<file path="src/fp_scan_pkg.sv">
package fp_scan_pkg;
    // Scan geometry
    localparam int unsigned POS_W       = 5;
    localparam int unsigned NUM_POS     = 32;
    localparam logic [4:0]  LAST_POS    = 5'h1F;
    localparam int unsigned NUM_LED     = 3;
    // LED scan slots
    localparam logic [4:0]  LED_KNOB_POS = 5'h1D;
    localparam logic [4:0]  LED_AUTO_POS = 5'h1E;
    localparam logic [4:0]  LED_SAVE_POS = 5'h1F;
    // Timing at 10 MHz reference clock
    localparam int unsigned CLK_PERIOD_NS = 100;
    localparam int unsigned SETTLE_NS     = 300;
    localparam int unsigned SETTLE_CYC    = (SETTLE_NS + CLK_PERIOD_NS - 1) / CLK_PERIOD_NS;
    localparam int unsigned PHASE_W       = 3;
    // Debounce scans
    localparam int unsigned DEB_W         = 4;
    localparam logic [3:0]  DEB_DEFAULT   = 4'h3;
    // Reset values
    localparam logic [4:0]  POS_RESET     = 5'h00;
    localparam logic [2:0]  PHASE_RESET   = 3'h0;

    typedef enum logic [3:0]
    {
        ST_RESET   = 4'b0001,
        ST_ADVANCE = 4'b0010,
        ST_SETTLE  = 4'b0100,
        ST_SAMPLE  = 4'b1000
    } scan_state_t;
endpackage

</file>
<file path="src/fp_scan_path.sv">
module fp_scan_path
(
    // Clock and reset
    input  wire logic                 i_ref_clk,
    input  wire logic                 i_rst_n,
    // Configuration
    input  wire logic [3:0]           i_deb_scans,
    // Indicator requests
    input  wire logic                 i_led_knob,
    input  wire logic                 i_led_auto,
    input  wire logic                 i_led_save,
    // Panel link
    output logic                      o_scan_rst,
    output logic                      o_scan_adv,
    input  wire logic                 i_sense,
    // Results
    output logic [31:0]               o_keys,
    output logic                      o_frame,
    output logic [2:0]                o_leds
);
    logic [1:0]               rst_sync;
    logic                     rst_n;
    fp_scan_pkg::scan_state_t state;
    logic [4:0]               pos;
    logic [2:0]               phase;
    logic [31:0]              raw;
    logic [3:0]               deb_cnt [32];

    // Per-slot actions happen only in the sample cycle
    function automatic logic sampling(input fp_scan_pkg::scan_state_t s);
        return s == fp_scan_pkg::ST_SAMPLE;
    endfunction

    always_ff @(posedge i_ref_clk or negedge i_rst_n)
    begin
        if (!i_rst_n)
            rst_sync <= 2'h0;
        else
            rst_sync <= {rst_sync[0], 1'b1};
    end
    assign rst_n = rst_sync[1];

    // Scan sequencer: reset pulse, then advance / settle / sample per slot
    always_ff @(posedge i_ref_clk or negedge rst_n)
    begin
        if (!rst_n)
        begin
            state      <= fp_scan_pkg::ST_RESET;
            pos        <= fp_scan_pkg::POS_RESET;
            phase      <= fp_scan_pkg::PHASE_RESET;
            o_scan_rst <= 1'b1;
            o_scan_adv <= 1'b0;
            o_frame    <= 1'b0;
        end
        else
        begin
            o_frame <= 1'b0;
            unique case (state)
                fp_scan_pkg::ST_RESET:
                begin
                    o_scan_rst <= 1'b0;
                    pos        <= fp_scan_pkg::POS_RESET;
                    phase      <= fp_scan_pkg::PHASE_RESET;
                    state      <= fp_scan_pkg::ST_SETTLE;
                end
                fp_scan_pkg::ST_ADVANCE:
                begin
                    o_scan_adv <= 1'b0;
                    pos        <= pos + 5'h01;
                    phase      <= fp_scan_pkg::PHASE_RESET;
                    state      <= fp_scan_pkg::ST_SETTLE;
                end
                fp_scan_pkg::ST_SETTLE:
                begin
                    if (phase == 3'(fp_scan_pkg::SETTLE_CYC - 1))
                        state <= fp_scan_pkg::ST_SAMPLE;
                    else
                        phase <= phase + 3'h1;
                end
                fp_scan_pkg::ST_SAMPLE:
                begin
                    if (pos == fp_scan_pkg::LAST_POS)
                    begin
                        o_scan_rst <= 1'b1;
                        o_frame    <= 1'b1;
                        state      <= fp_scan_pkg::ST_RESET;
                    end
                    else
                    begin
                        o_scan_adv <= 1'b1;
                        state      <= fp_scan_pkg::ST_ADVANCE;
                    end
                end
            endcase
        end
    end

    // Raw per-slot sample of the sense line
    always_ff @(posedge i_ref_clk or negedge rst_n)
    begin
        if (!rst_n)
            raw <= 32'h0;
        else if (sampling(state))
            raw[pos] <= i_sense;
    end

    // Debounce: count stable scans per slot before accepting
    always_ff @(posedge i_ref_clk or negedge rst_n)
    begin
        if (!rst_n)
        begin
            o_keys <= 32'h0;
            for (int i = 0; i < 32; i++)
                deb_cnt[i] <= 4'h0;
        end
        else if (sampling(state))
        begin
            if (i_sense == o_keys[pos])
                deb_cnt[pos] <= 4'h0;
            else if (deb_cnt[pos] + 4'h1 >= i_deb_scans)
            begin
                o_keys[pos]  <= i_sense;
                deb_cnt[pos] <= 4'h0;
            end
            // First differing sample counts too, so N differing scans accept
            else if (deb_cnt[pos] == 4'h0 || i_sense == raw[pos])
                deb_cnt[pos] <= deb_cnt[pos] + 4'h1;
            else
                deb_cnt[pos] <= 4'h0;
        end
    end

    // LEDs latch their request when the counter reaches their slot
    always_ff @(posedge i_ref_clk or negedge rst_n)
    begin
        if (!rst_n)
            o_leds <= 3'h0;
        else if (sampling(state))
        begin
            if (pos == fp_scan_pkg::LED_KNOB_POS)
                o_leds[0] <= i_led_knob;
            if (pos == fp_scan_pkg::LED_AUTO_POS)
                o_leds[1] <= i_led_auto;
            if (pos == fp_scan_pkg::LED_SAVE_POS)
                o_leds[2] <= i_led_save;
        end
    end
endmodule

// Two-channel build: two independent paths side by side
module fp_scan_controller
(
    // Clock and reset
    input  wire logic        i_ref_clk,
    input  wire logic        i_rst_n,
    // Configuration
    input  wire logic [3:0]  i_deb_scans,
    // Indicator requests, left half
    input  wire logic        i_led_knob,
    input  wire logic        i_led_auto,
    input  wire logic        i_led_save,
    // Left panel link
    output logic             o_l_scan_rst,
    output logic             o_l_scan_adv,
    input  wire logic        i_l_sense,
    // Right panel link
    output logic             o_r_scan_rst,
    output logic             o_r_scan_adv,
    input  wire logic        i_r_sense,
    // Results
    output logic [31:0]      o_l_keys,
    output logic [31:0]      o_r_keys,
    output logic             o_l_frame,
    output logic             o_r_frame,
    output logic [2:0]       o_leds
);
    fp_scan_path u_left
    (
        .i_ref_clk  (i_ref_clk),
        .i_rst_n    (i_rst_n),
        .i_deb_scans(i_deb_scans),
        .i_led_knob (i_led_knob),
        .i_led_auto (i_led_auto),
        .i_led_save (i_led_save),
        .o_scan_rst (o_l_scan_rst),
        .o_scan_adv (o_l_scan_adv),
        .i_sense    (i_l_sense),
        .o_keys     (o_l_keys),
        .o_frame    (o_l_frame),
        .o_leds     (o_leds)
    );

    fp_scan_path u_right
    (
        .i_ref_clk  (i_ref_clk),
        .i_rst_n    (i_rst_n),
        .i_deb_scans(i_deb_scans),
        .i_led_knob (1'b0),
        .i_led_auto (1'b0),
        .i_led_save (1'b0),
        .o_scan_rst (o_r_scan_rst),
        .o_scan_adv (o_r_scan_adv),
        .i_sense    (i_r_sense),
        .o_keys     (o_r_keys),
        .o_frame    (o_r_frame),
        .o_leds     ()
    );
endmodule

</file>
<file path="config.mk">
export PLATFORM = sky130hd
export DESIGN_NAME = fp_scan_controller
export DESIGN_NICKNAME = d
export VERILOG_FILES = /design/src/fp_scan_pkg.sv /design/src/fp_scan_path.sv
export SDC_FILE = /design/constraint.sdc
export NUM_CORES = 1
export LEC_CHECK = 0
export BUFFER_PORTS_ARGS = -buffer_cell sky130_fd_sc_hd__buf_2
export CAP_MARGIN = 20
export CORE_MARGIN = 4
export CORE_UTILIZATION = 33
export DETAILED_ROUTE_END_ITERATION = 8
export PLACE_DENSITY = 0.58
export SYNTH_ARGS = -nofsm -noshare
export SYNTH_HDL_FRONTEND = slang
export SYNTH_SLANG_ARGS = --single-unit
</file>
<file path="constraint.sdc">
create_clock -name i_ref_clk -period 14.2 [get_ports i_ref_clk]
set_input_delay 2.13 -clock i_ref_clk [delete_from_list [all_inputs] [get_ports i_ref_clk]]
set_output_delay 2.13 -clock i_ref_clk [all_outputs]
set_load 0.02 [all_outputs]
</file>
### Word-level counts from Yosys, hierarchy flattened

Cells that the tools add are included.

| operators by class | value |
|---|---|
| $add $sub $neg | 6 |
| multipliers | 0 |
| divide/modulo/power cells | 0 |
| order comparisons | 10 |
| equality and inequality tests | 26 |
| shift-type cells | 0 |
| multiplexer cells | 58 |
| bitwise logic cells | 8 |
| reductions and logical operators | 29 |

Operator list:

| kind | count |
|---|---|
| $mux 128 | 6 |
| $and 128x128->128 | 2 |
| $bwmux 128 | 2 |
| $not 128->128 | 2 |
| $bwmux 32 | 4 |
| $bmux 4 s5 | 2 |
| $demux 4 s5 | 2 |
| $mux 4 | 8 |
| $pmux 4 s3 | 2 |
| $bmux 1 s5 | 4 |
| $eq 5x5->1 const B | 4 |
| $pmux 5 s2 | 2 |
| $reduce_and 2->1 | 9 |
| $reduce_bool 2->1 | 8 |
| $mux 1 | 14 |
| $ge 6x6->1 const B | 2 |
| $lt 5x6->1 const B | 2 |
| $lt 6x1->1 const B | 2 |
| $ne 2x2->1 const B | 6 |
| $not 5->6 | 2 |
| $pmux 3 s2 | 2 |
| $add 5x1->5 const B | 2 |
| $demux 1 s5 | 2 |
| $ge 5x1->1 const B | 2 |
| 19 further kinds | 44 |

| storage, ports and cells | value |
|---|---|
| register bits | 421 |
| latch bits | 0 |
| memory bits (writable) | 0 |
| memory bits (read-only) | 0 |
| output and inout port bits | 73 |
| word-level logic and storage cells | 222 |
| memories | 0 |

### Longest topological paths before layout

Gate-level depths: netlist of run 1.

| depth | value |
|---|---|
| word-level depth | 10 |
| mapped depth | 18 |
| gate-level depth less buffers | 13 |

### Modules after synthesis

Synthesis of run 1 repeated with hierarchy kept, for this count alone.

| second synthesis, totals | value |
|---|---|
| cells, all modules | 1899 |
| area total of the unflattened synthesis | 21300.4 um2 |

Modules (own cells, without submodules):

| module | instances | cells each | area each (um2) |
|---|---|---|---|
| fp_scan_path at u_right | 1 | 934 | 10684.0 |
| fp_scan_path at u_left | 1 | 964 | 10612.7 |
| fp_scan_controller | 1 | 1 | 3.8 |

### Worst setup path after synthesis of run 1

No wires, ideal clock.

| timing | value |
|---|---|
| path type | in2reg |
| from | in i_deb_scans[0] |
| to | reg u_left.o_keys[22] |
| setup time | 0.128 ns |
| data arrival time | 3.899 ns |
| data required time | 14.072 ns |
| path slack | 10.173 ns |
| stages on the path | 9 |
| buffers on the path | 1 |
| path through | ha_1 > nand2b_1 > a21o_1 > a21o_1 > a21oi_1 > nor2_1 > clkbuf_1 > nand4_1 > mux2_1 |

| on the way | value |
|---|---|
| longest elaborated chain between the ends | 2 |

Ends and longest elaborated chain:

| item | line | source |
|---|---|---|
| start: declaration | fp_scan_path.sv:157 | `input wire logic [3:0] i_deb_scans,` |
| $ge 4x4->1 | fp_scan_path.sv:120 | `else if (deb_cnt[pos] + 4'h1 >= i_deb_scans)` |
| $reduce_and 3->1 (no line) | - |  |
| end signal: indexed assignment | fp_scan_path.sv:122 | `o_keys[pos] <= i_sense;` |
| end: declaration | fp_scan_path.sv:17 | `output logic [31:0] o_keys,` |

No other way between the ends.
A chain may end at the register's enable or synchronous reset.

### Worst setup path in the final report of run 1

| timing | value |
|---|---|
| from | reg u_left.pos[1] |
| to | reg u_left.deb_cnt[97] (netlist bit) |

| on the way | value |
|---|---|
| longest elaborated chain between the ends | 10 |
| elaborated cells on any way between the ends | 25 |
| those cells by class | add/sub (1); order compare (3); eq/ne (2); mux (13); bitwise (3); reduce/logical (3) |

Ends and longest elaborated chain:

| item | line | source |
|---|---|---|
| start: declaration | fp_scan_path.sv:24 | `logic [4:0] pos;` |
| start signal: assignment | fp_scan_path.sv:49 | `pos <= fp_scan_pkg::POS_RESET;` |
| start signal: assignment | fp_scan_path.sv:62 | `pos <= fp_scan_pkg::POS_RESET;` |
| start signal: assignment | fp_scan_path.sv:69 | `pos <= pos + 5'h01;` |
| parallel branches: the longest is 9 deep, another holds $add 4x1->4 | - |  |
| $mux 128 (*) | fp_scan_path.sv:118 | `if (i_sense == o_keys[pos])` |
| end signal: indexed assignment | fp_scan_path.sv:127 | `deb_cnt[pos] <= deb_cnt[pos] + 4'h1;` |
| end: declaration | fp_scan_path.sv:27 | `logic [3:0] deb_cnt [32];` |

Mark *: on every way between the ends. The select of a mux whose other input is x is not followed.

==> results of run 1 <==
-- cells by family after synthesis --
logic type	Yosys count	share of synthesized area, %
xor+xnor	7	0.431
simple gates	537	12.9
mux	362	19.0
flops	419	51.7
fa+ha+maj	26	1.60
other cells	1	0.0185
buf+inv	155	3.59
compound gates	364	10.8
-- worst max path at each step --
stage,from,end,slack [ns],cells after the start
2_1_floorplan,u_left.rst_sync[1],u_left.deb_cnt[0],1.66,0
3_3_place_gp,u_right.pos[1],u_right.deb_cnt[64],7.86,13
3_5_place_dp,u_right.pos[1],u_right.deb_cnt[64],7.81,13
4_1_cts,u_right.pos[1],u_right.deb_cnt[116],7.78,13
5_1_grt,u_right.pos[1],u_right.deb_cnt[85],7.63,14
6_report,u_left.pos[1],u_left.deb_cnt[97],7.93,14
-- cells in the final DEF (no fill, tap or decap), types with 8 or more instances in the layout --
cell type / instances
clkinv_2: 9
dfrtp_1: 412
mux2_2: 108
nor4_1: 22
o21ai_1: 120
inv_1: 21
and2_1: 11
or4b_1: 8
nand2_1: 306
o31ai_1: 57
and3_1: 14
ha_1: 26
a21oi_1: 11
nand4bb_1: 11
nand2b_1: 9
clkbuf_16: 50
nor2_1: 24
o31ai_2: 8
buf_4: 14
nand4b_1: 8
bufinv_16: 12
o22ai_1: 95
nand4_1: 43
nor2b_1: 10
mux2_1: 62
nor3_1: 8
nand3_1: 47
mux2i_1: 190
buf_2: 83
o21ai_0: 60
-- metal layers --
metal / GRT usage (%) / vias up / routed length (µm)
met3: 2.84 / 104 / 3090
met4: 5.27 / 0 / 1550
met1: 22.3 / 7482 / 24400
met2: 26.8 / 403 / 26100
met5: 0 / - / 0
li1: - / 6829 / -
-- registers in the layout, summed over array words and instances, names as in the netlist, 5 cells and up --
signal	count
u_right.o_keys	32
u_left.o_keys	32
u_left.raw	32
u_left.deb_cnt	128
u_right.deb_cnt	128
u_right.pos	5
u_left.pos	5
u_right.raw	32
-- cell type report --
type | instances | area, µm²
fillers | 5903 | 37400
flip-flops and latches | 419 | 10500
multi-input cells | 1297 | 9110
clock buffers | 61 | 1360
well taps | 782 | 978
repair buffers | 106 | 661
clock inverters | 29 | 489
inverters | 21 | 78.8
-- power by group through the flow --
stage	Combinational (mW)	Clock (mW)	Sequential, mW
6_report	0.0979	1.44	1.23
5_1_grt	0.111	1.52	1.24
4_1_cts	0.0967	1.46	1.23
3_5_place_dp	0.0964	0	1.26
3_3_place_gp	0.0933	0	1.26
2_1_floorplan	0.0525	0	1.27
-- stage by stage --
stage	hold WS, ns	area (µm²)	instances	worst slack (ns)
after detailed placement	0.304	21200	2618	7.81
after global placement	0.294	21200	2617	7.86
final	0.270	23200	2715	7.93
after global routing	0.319	23200	2715	7.63
after floorplan	0.331	20300	1871	1.66
after CTS	0.302	23100	2708	7.78
-- critical path, stage by stage (launching register included) --
cell     delay (ns)
dfrtp_4        1.04
buf_4          0.86
mux2i_1        0.29
o22ai_1        0.14
nor4_1         0.57
nand2_1        0.22
inv_1          0.13
ha_1           0.26
ha_1           0.28
a21o_1         0.16
a21o_1         0.17
a21oi_1        0.56
nand4_1        0.80
buf_4          0.51
o21ai_1        0.16
==> reports/results.ini, run 1 <==
[timing]
rsz0062_at_grt = no
final.setup.tns_ns = 0
maxSlewHeadroom_pct = 30.1
finalMaxSlewViolations = 0
final_hold_viol_count = 0
tightest_slew_ns = 1.05
skew_ns = 0.0255
setup_violations = 0
fmax_mhz = 159
min_period_ns = 6.27
fin_crit_sh_pct = 44.2

[cts]
root_buffer = clkbuf_16
clock_path_buffers = 3
cts_sinks = 419
clkTransAtPathRegs_ns = 0.06
cts_inserted_buffers = 49
cts_tree = yes
cts_resized = 0
htree_levels = 2
ctsHoldBuffers = 0
postCtsSetupBuffers = 0
insertion_delay_ns = 0.60

[die]
io_pins = 84
dieArea_um2 = 65600
core-area_um2 = 60600
die_h_um = 256
start_util_pct = 33.5
die_w_um = 256
fp-row-count = 90

[yosys]
synth_most_common_cell = dfrtp_1
synth_top_area_cell = dfrtp_1
ys_warn_count = 0
syn_area_per_cell_um2 = 10.9
synthCells = 1871
synthDistinctLibCells = 58
yosysSeqAreaShare_pct = 51.7
syn-num-nets = 1908
synth_edf_count = 0
ys_seq_elements = 419
syn_area_um2 = 20300
postSynth.asyncResetShare_pct = 100
synth_ff_type = dfrtp_1
synth_area_leaders = dfrtp_1 (51%), mux2i_1 (9.4%), mux2_2 (6.0%), nand2_1 (5.7%), mux2_1 (3.4%)
synth_commonest_cells = dfrtp_1 (415), nand2_1 (306), mux2i_1 (190)
synth_top_area_share_pct = 51.1

[global_route]
grt_util_all_layers_pct = 16.4
grt_remaining_overflow = 0
grt_first_pass_wirelength_um = 86600
grt_max_degree = 179
grt_pass1_vias = 14800
antenna_found_initial = 0

[final_layout]
layout-drive-gt1-share_pct = 17.2
diodes = 0
final_util_pct = 38.3
syn2layout_area_growth_pct = 14.1
nNetsFinal = 1931

[worst_setup_path]
rr_worst_depth = 14
end_kind = register
worstPathArrival_ns = 6.78
r2r_start = u_left.pos[1]
path_max_fanout = 53
crit_path_start_kind = register
r2r_slack_ns = 7.93
r2r_end = u_left.deb_cnt[97]
worstSetupPathType = reg2reg
critPathRequiredTime_ns = 14.71

[drt]
vias_per_cell = 5.46
ant_nets = 0
wl_um = 55100
drc = 0
drtPass1Iterations = 6
vias = 14800
routedWlPerCell_um = 20.3
drt_iter0_markers = 1027

[power_and_ir_drop]
p_clk_share_pct = 51.9
comb_power_share_pct = 3.5
power_frac_seq_pct = 44.6
netSwitchingFraction_pct = 22.3
p_switching_uw = 617
power_mw = 2.77
p_leak_nw = 9.79
p_per_area_nw_per_um2 = 119
ir_drop_uv = 84.2
internal-power_mw = 2.15

[place]
place_congestion = 0.842
hpwl_um = 36400
io_buffers = 83

[run]
max_cap_viol_count = 0

[worst_hold_path]
hold_class = reg2async

[status]
status = finished, final reports clean

Note: power is estimated with default switching activity, not from simulation.
==> run 2, diff against run 1 <==
- ABC_AREA: default -> 1
- clock period: 14.2 -> 6.1 ns (I/O delays scaled with it)
==> reports/results.ini, run 2 <==
[final_layout]
layout_commonest_cell = nand2_1
diodes = 0
layout-drive-gt1-share_pct = 7.28
layout_common_cells = nand2_1 (1378), dfrtp_1 (410), nand3_1 (336), inv_1 (266), nor2_1 (260)
final_util_pct = 37.8
nNetsFinal = 3182
final_area_um2 = 24900
reg.largest.list = u_left.deb_cnt: 128 flops, u_right.deb_cnt: 128 flops
syn2layout_area_growth_pct = 13.7

[power_and_ir_drop]
p_per_area_nw_per_um2 = 248
p_leak_nw = 13.9
ir_drop_uv = 202

[worst_setup_path]
critPathRequiredTime_ns = 6.63
path_max_fanout = 56
end_kind = register
worstPathArrival_ns = 5.13
worstSetupPathType = reg2reg
crit_path_start_kind = register

[global_route]
grt_remaining_overflow = 0
grt_max_degree = 132
antenna_found_initial = 1
grt_pass1_vias = 19000
grt_first_pass_wirelength_um = 104000
grt_util_all_layers_pct = 18.0

[place]
placed_cell_area_um2 = 23100
place_congestion = 0.833
io_buffers = 83
hpwl_um = 40800

[yosys]
postSynth.asyncResetShare_pct = 100
yosysSeqAreaShare_pct = 48.0
synth_edf_count = 0
synthDistinctLibCells = 28
syn_area_um2 = 21900
synthCells = 3112
syn-num-nets = 3149
syn_area_per_cell_um2 = 7.03
ys_warn_count = 0
ys_seq_elements = 419
synth_top_area_cell = dfrtp_1
synth_top_area_share_pct = 47.5
synth_ff_type = dfrtp_1
synth_area_leaders = dfrtp_1 (47%), nand2_1 (24%), nand3_1 (7.7%), o21ai_0 (5.2%), inv_1 (4.6%)
synth_commonest_cells = nand2_1 (1378), dfrtp_1 (415), nand3_1 (336)
synth_most_common_cell = nand2_1

[timing]
fmax_mhz = 217
fin_crit_sh_pct = 75.4
rsz0062_at_grt = no
maxSlewHeadroom_pct = 42.2
final_hold_viol_count = 0
setup_violations = 0
final.setup.tns_ns = 0
skew_ns = 0.0269
tightest_slew_ns = 0.868
min_period_ns = 4.60
finalMaxSlewViolations = 0

[status]
status = finished, final reports clean

[drt]
drt_iter0_markers = 1571
vias_per_cell = 4.84
drtPass1Iterations = 7
ant_nets = 0
met3_length_um = 3390
wl_um = 64000
routedWlPerCell_um = 15.8
wl_met2_um = 29300
vias = 19600
dr.max_layer_used = met5
wl_met1_um = 29800
drc = 0

[cts]
cts_resized = 0
cts_inserted_buffers = 49
insertion_delay_ns = 0.61
ctsHoldBuffers = 0
cts_sinks = 419
clkTransAtPathRegs_ns = 0.06
root_buffer = clkbuf_16
cts_tree = yes
clock_path_buffers = 3
postCtsSetupBuffers = 0
htree_levels = 2

[die]
die_w_um = 265
dieArea_um2 = 70500
start_util_pct = 33.3
fp-row-count = 94
io_pins = 84
core-area_um2 = 65700
die_h_um = 265

[worst_hold_path]
hold_class = in2async

[run]
max_cap_viol_count = 0

## run 2: layout make-up
cell class | count | area, µm²
fillers | 6958 | 40900
flip-flops and latches | 419 | 10500
inverters | 272 | 1030
clock buffers | 73 | 1490
well taps | 864 | 1080
multi-input cells | 2281 | 9660
clock inverters | 19 | 279
repair buffers | 122 | 833
## run 2: critical path, stage by stage, from the launching register on
cell and delay (ns):
dfrtp_4 0.60, inv_4 0.50, buf_4 0.29, nor2_1 0.05
o21ai_0 0.20, nand2_1 0.08, nand2_1 0.09, nor2_1 0.04
nand2_1 0.14, inv_1 0.08, ha_1 0.32, ha_1 0.28
inv_1 0.05, a21oi_1 0.03, o21ai_0 0.15, nand2_1 0.07
a21oi_1 0.15, nand3_1 0.14, nor2_4 0.66, buf_12 0.33
nand3_1 0.10, nand2_1 0.08
## run 2: through the flow
stage / hold WS (ns) / worst slack (ns) / power (mW) / instances
after floorplan: 0.331 / 1.99 / 3.01 / 3112
after global placement: 0.333 / 1.61 / 3.06 / 3956
after detailed placement: 0.336 / 1.55 / 3.07 / 3956
after CTS: 0.0346 / 1.54 / 6.26 / 4048
after global routing: 0.0499 / 1.01 / 6.40 / 4050
final: 0.0766 / 1.50 / 6.18 / 4050
## run 2: path summary, 6_finish.rpt
kind | startpoint | slack [ns] | depth (start not counted) | to
max reg2reg | u_left.pos[0] | 1.50 | 21 | u_left.deb_cnt[6]
min reg2reg | u_left.rst_sync[0] | 0.35 | 0 | u_left.rst_sync[1]
max | u_left.pos[0] | 1.50 | 21 | u_left.deb_cnt[6]
min | i_rst_n | 0.08 | 1 | u_left.rst_sync[0]
min in group i_ref_clk | u_left.rst_sync[0] | 0.35 | 0 | u_left.rst_sync[1]
max in group asynchronous | u_left.rst_sync[1] | 4.21 | 1 | u_right.pos[0]
## run 2: cells by family (layout without fill, tap and decap cells)
group | Yosys count | after routing | synth area share, %
other | 1 | 1 | 0.0171
xor gates and xnor gates | 2 | 2 | 0.114
DFF | 419 | 419 | 48.0
adders and majority gates | 26 | 26 | 1.49
buffers and inverters | 412 | 486 | 8.12
AOI/OAI and AO/OA | 262 | 262 | 6.02
and+or+nand+nor | 1990 | 1990 | 36.3
## run 2: power breakdown
part | leakage (nW) | switching, mW | internal, mW
clock | 0.877 | 1.25 | 1.91
sequential | 5.61 | 0.0252 | 2.81
combinational | 7.46 | 0.135 | 0.0433
## run 2: per-layer routing
| metal | vias up | GRT usage, % |
|---|---|---|
| li1 | 9747 | - |
| met4 | 2 | 5.14 |
| met2 | 502 | 29.3 |
| met1 | 9243 | 25.1 |
| met5 | - | 0 |
| met3 | 98 | 2.54 |
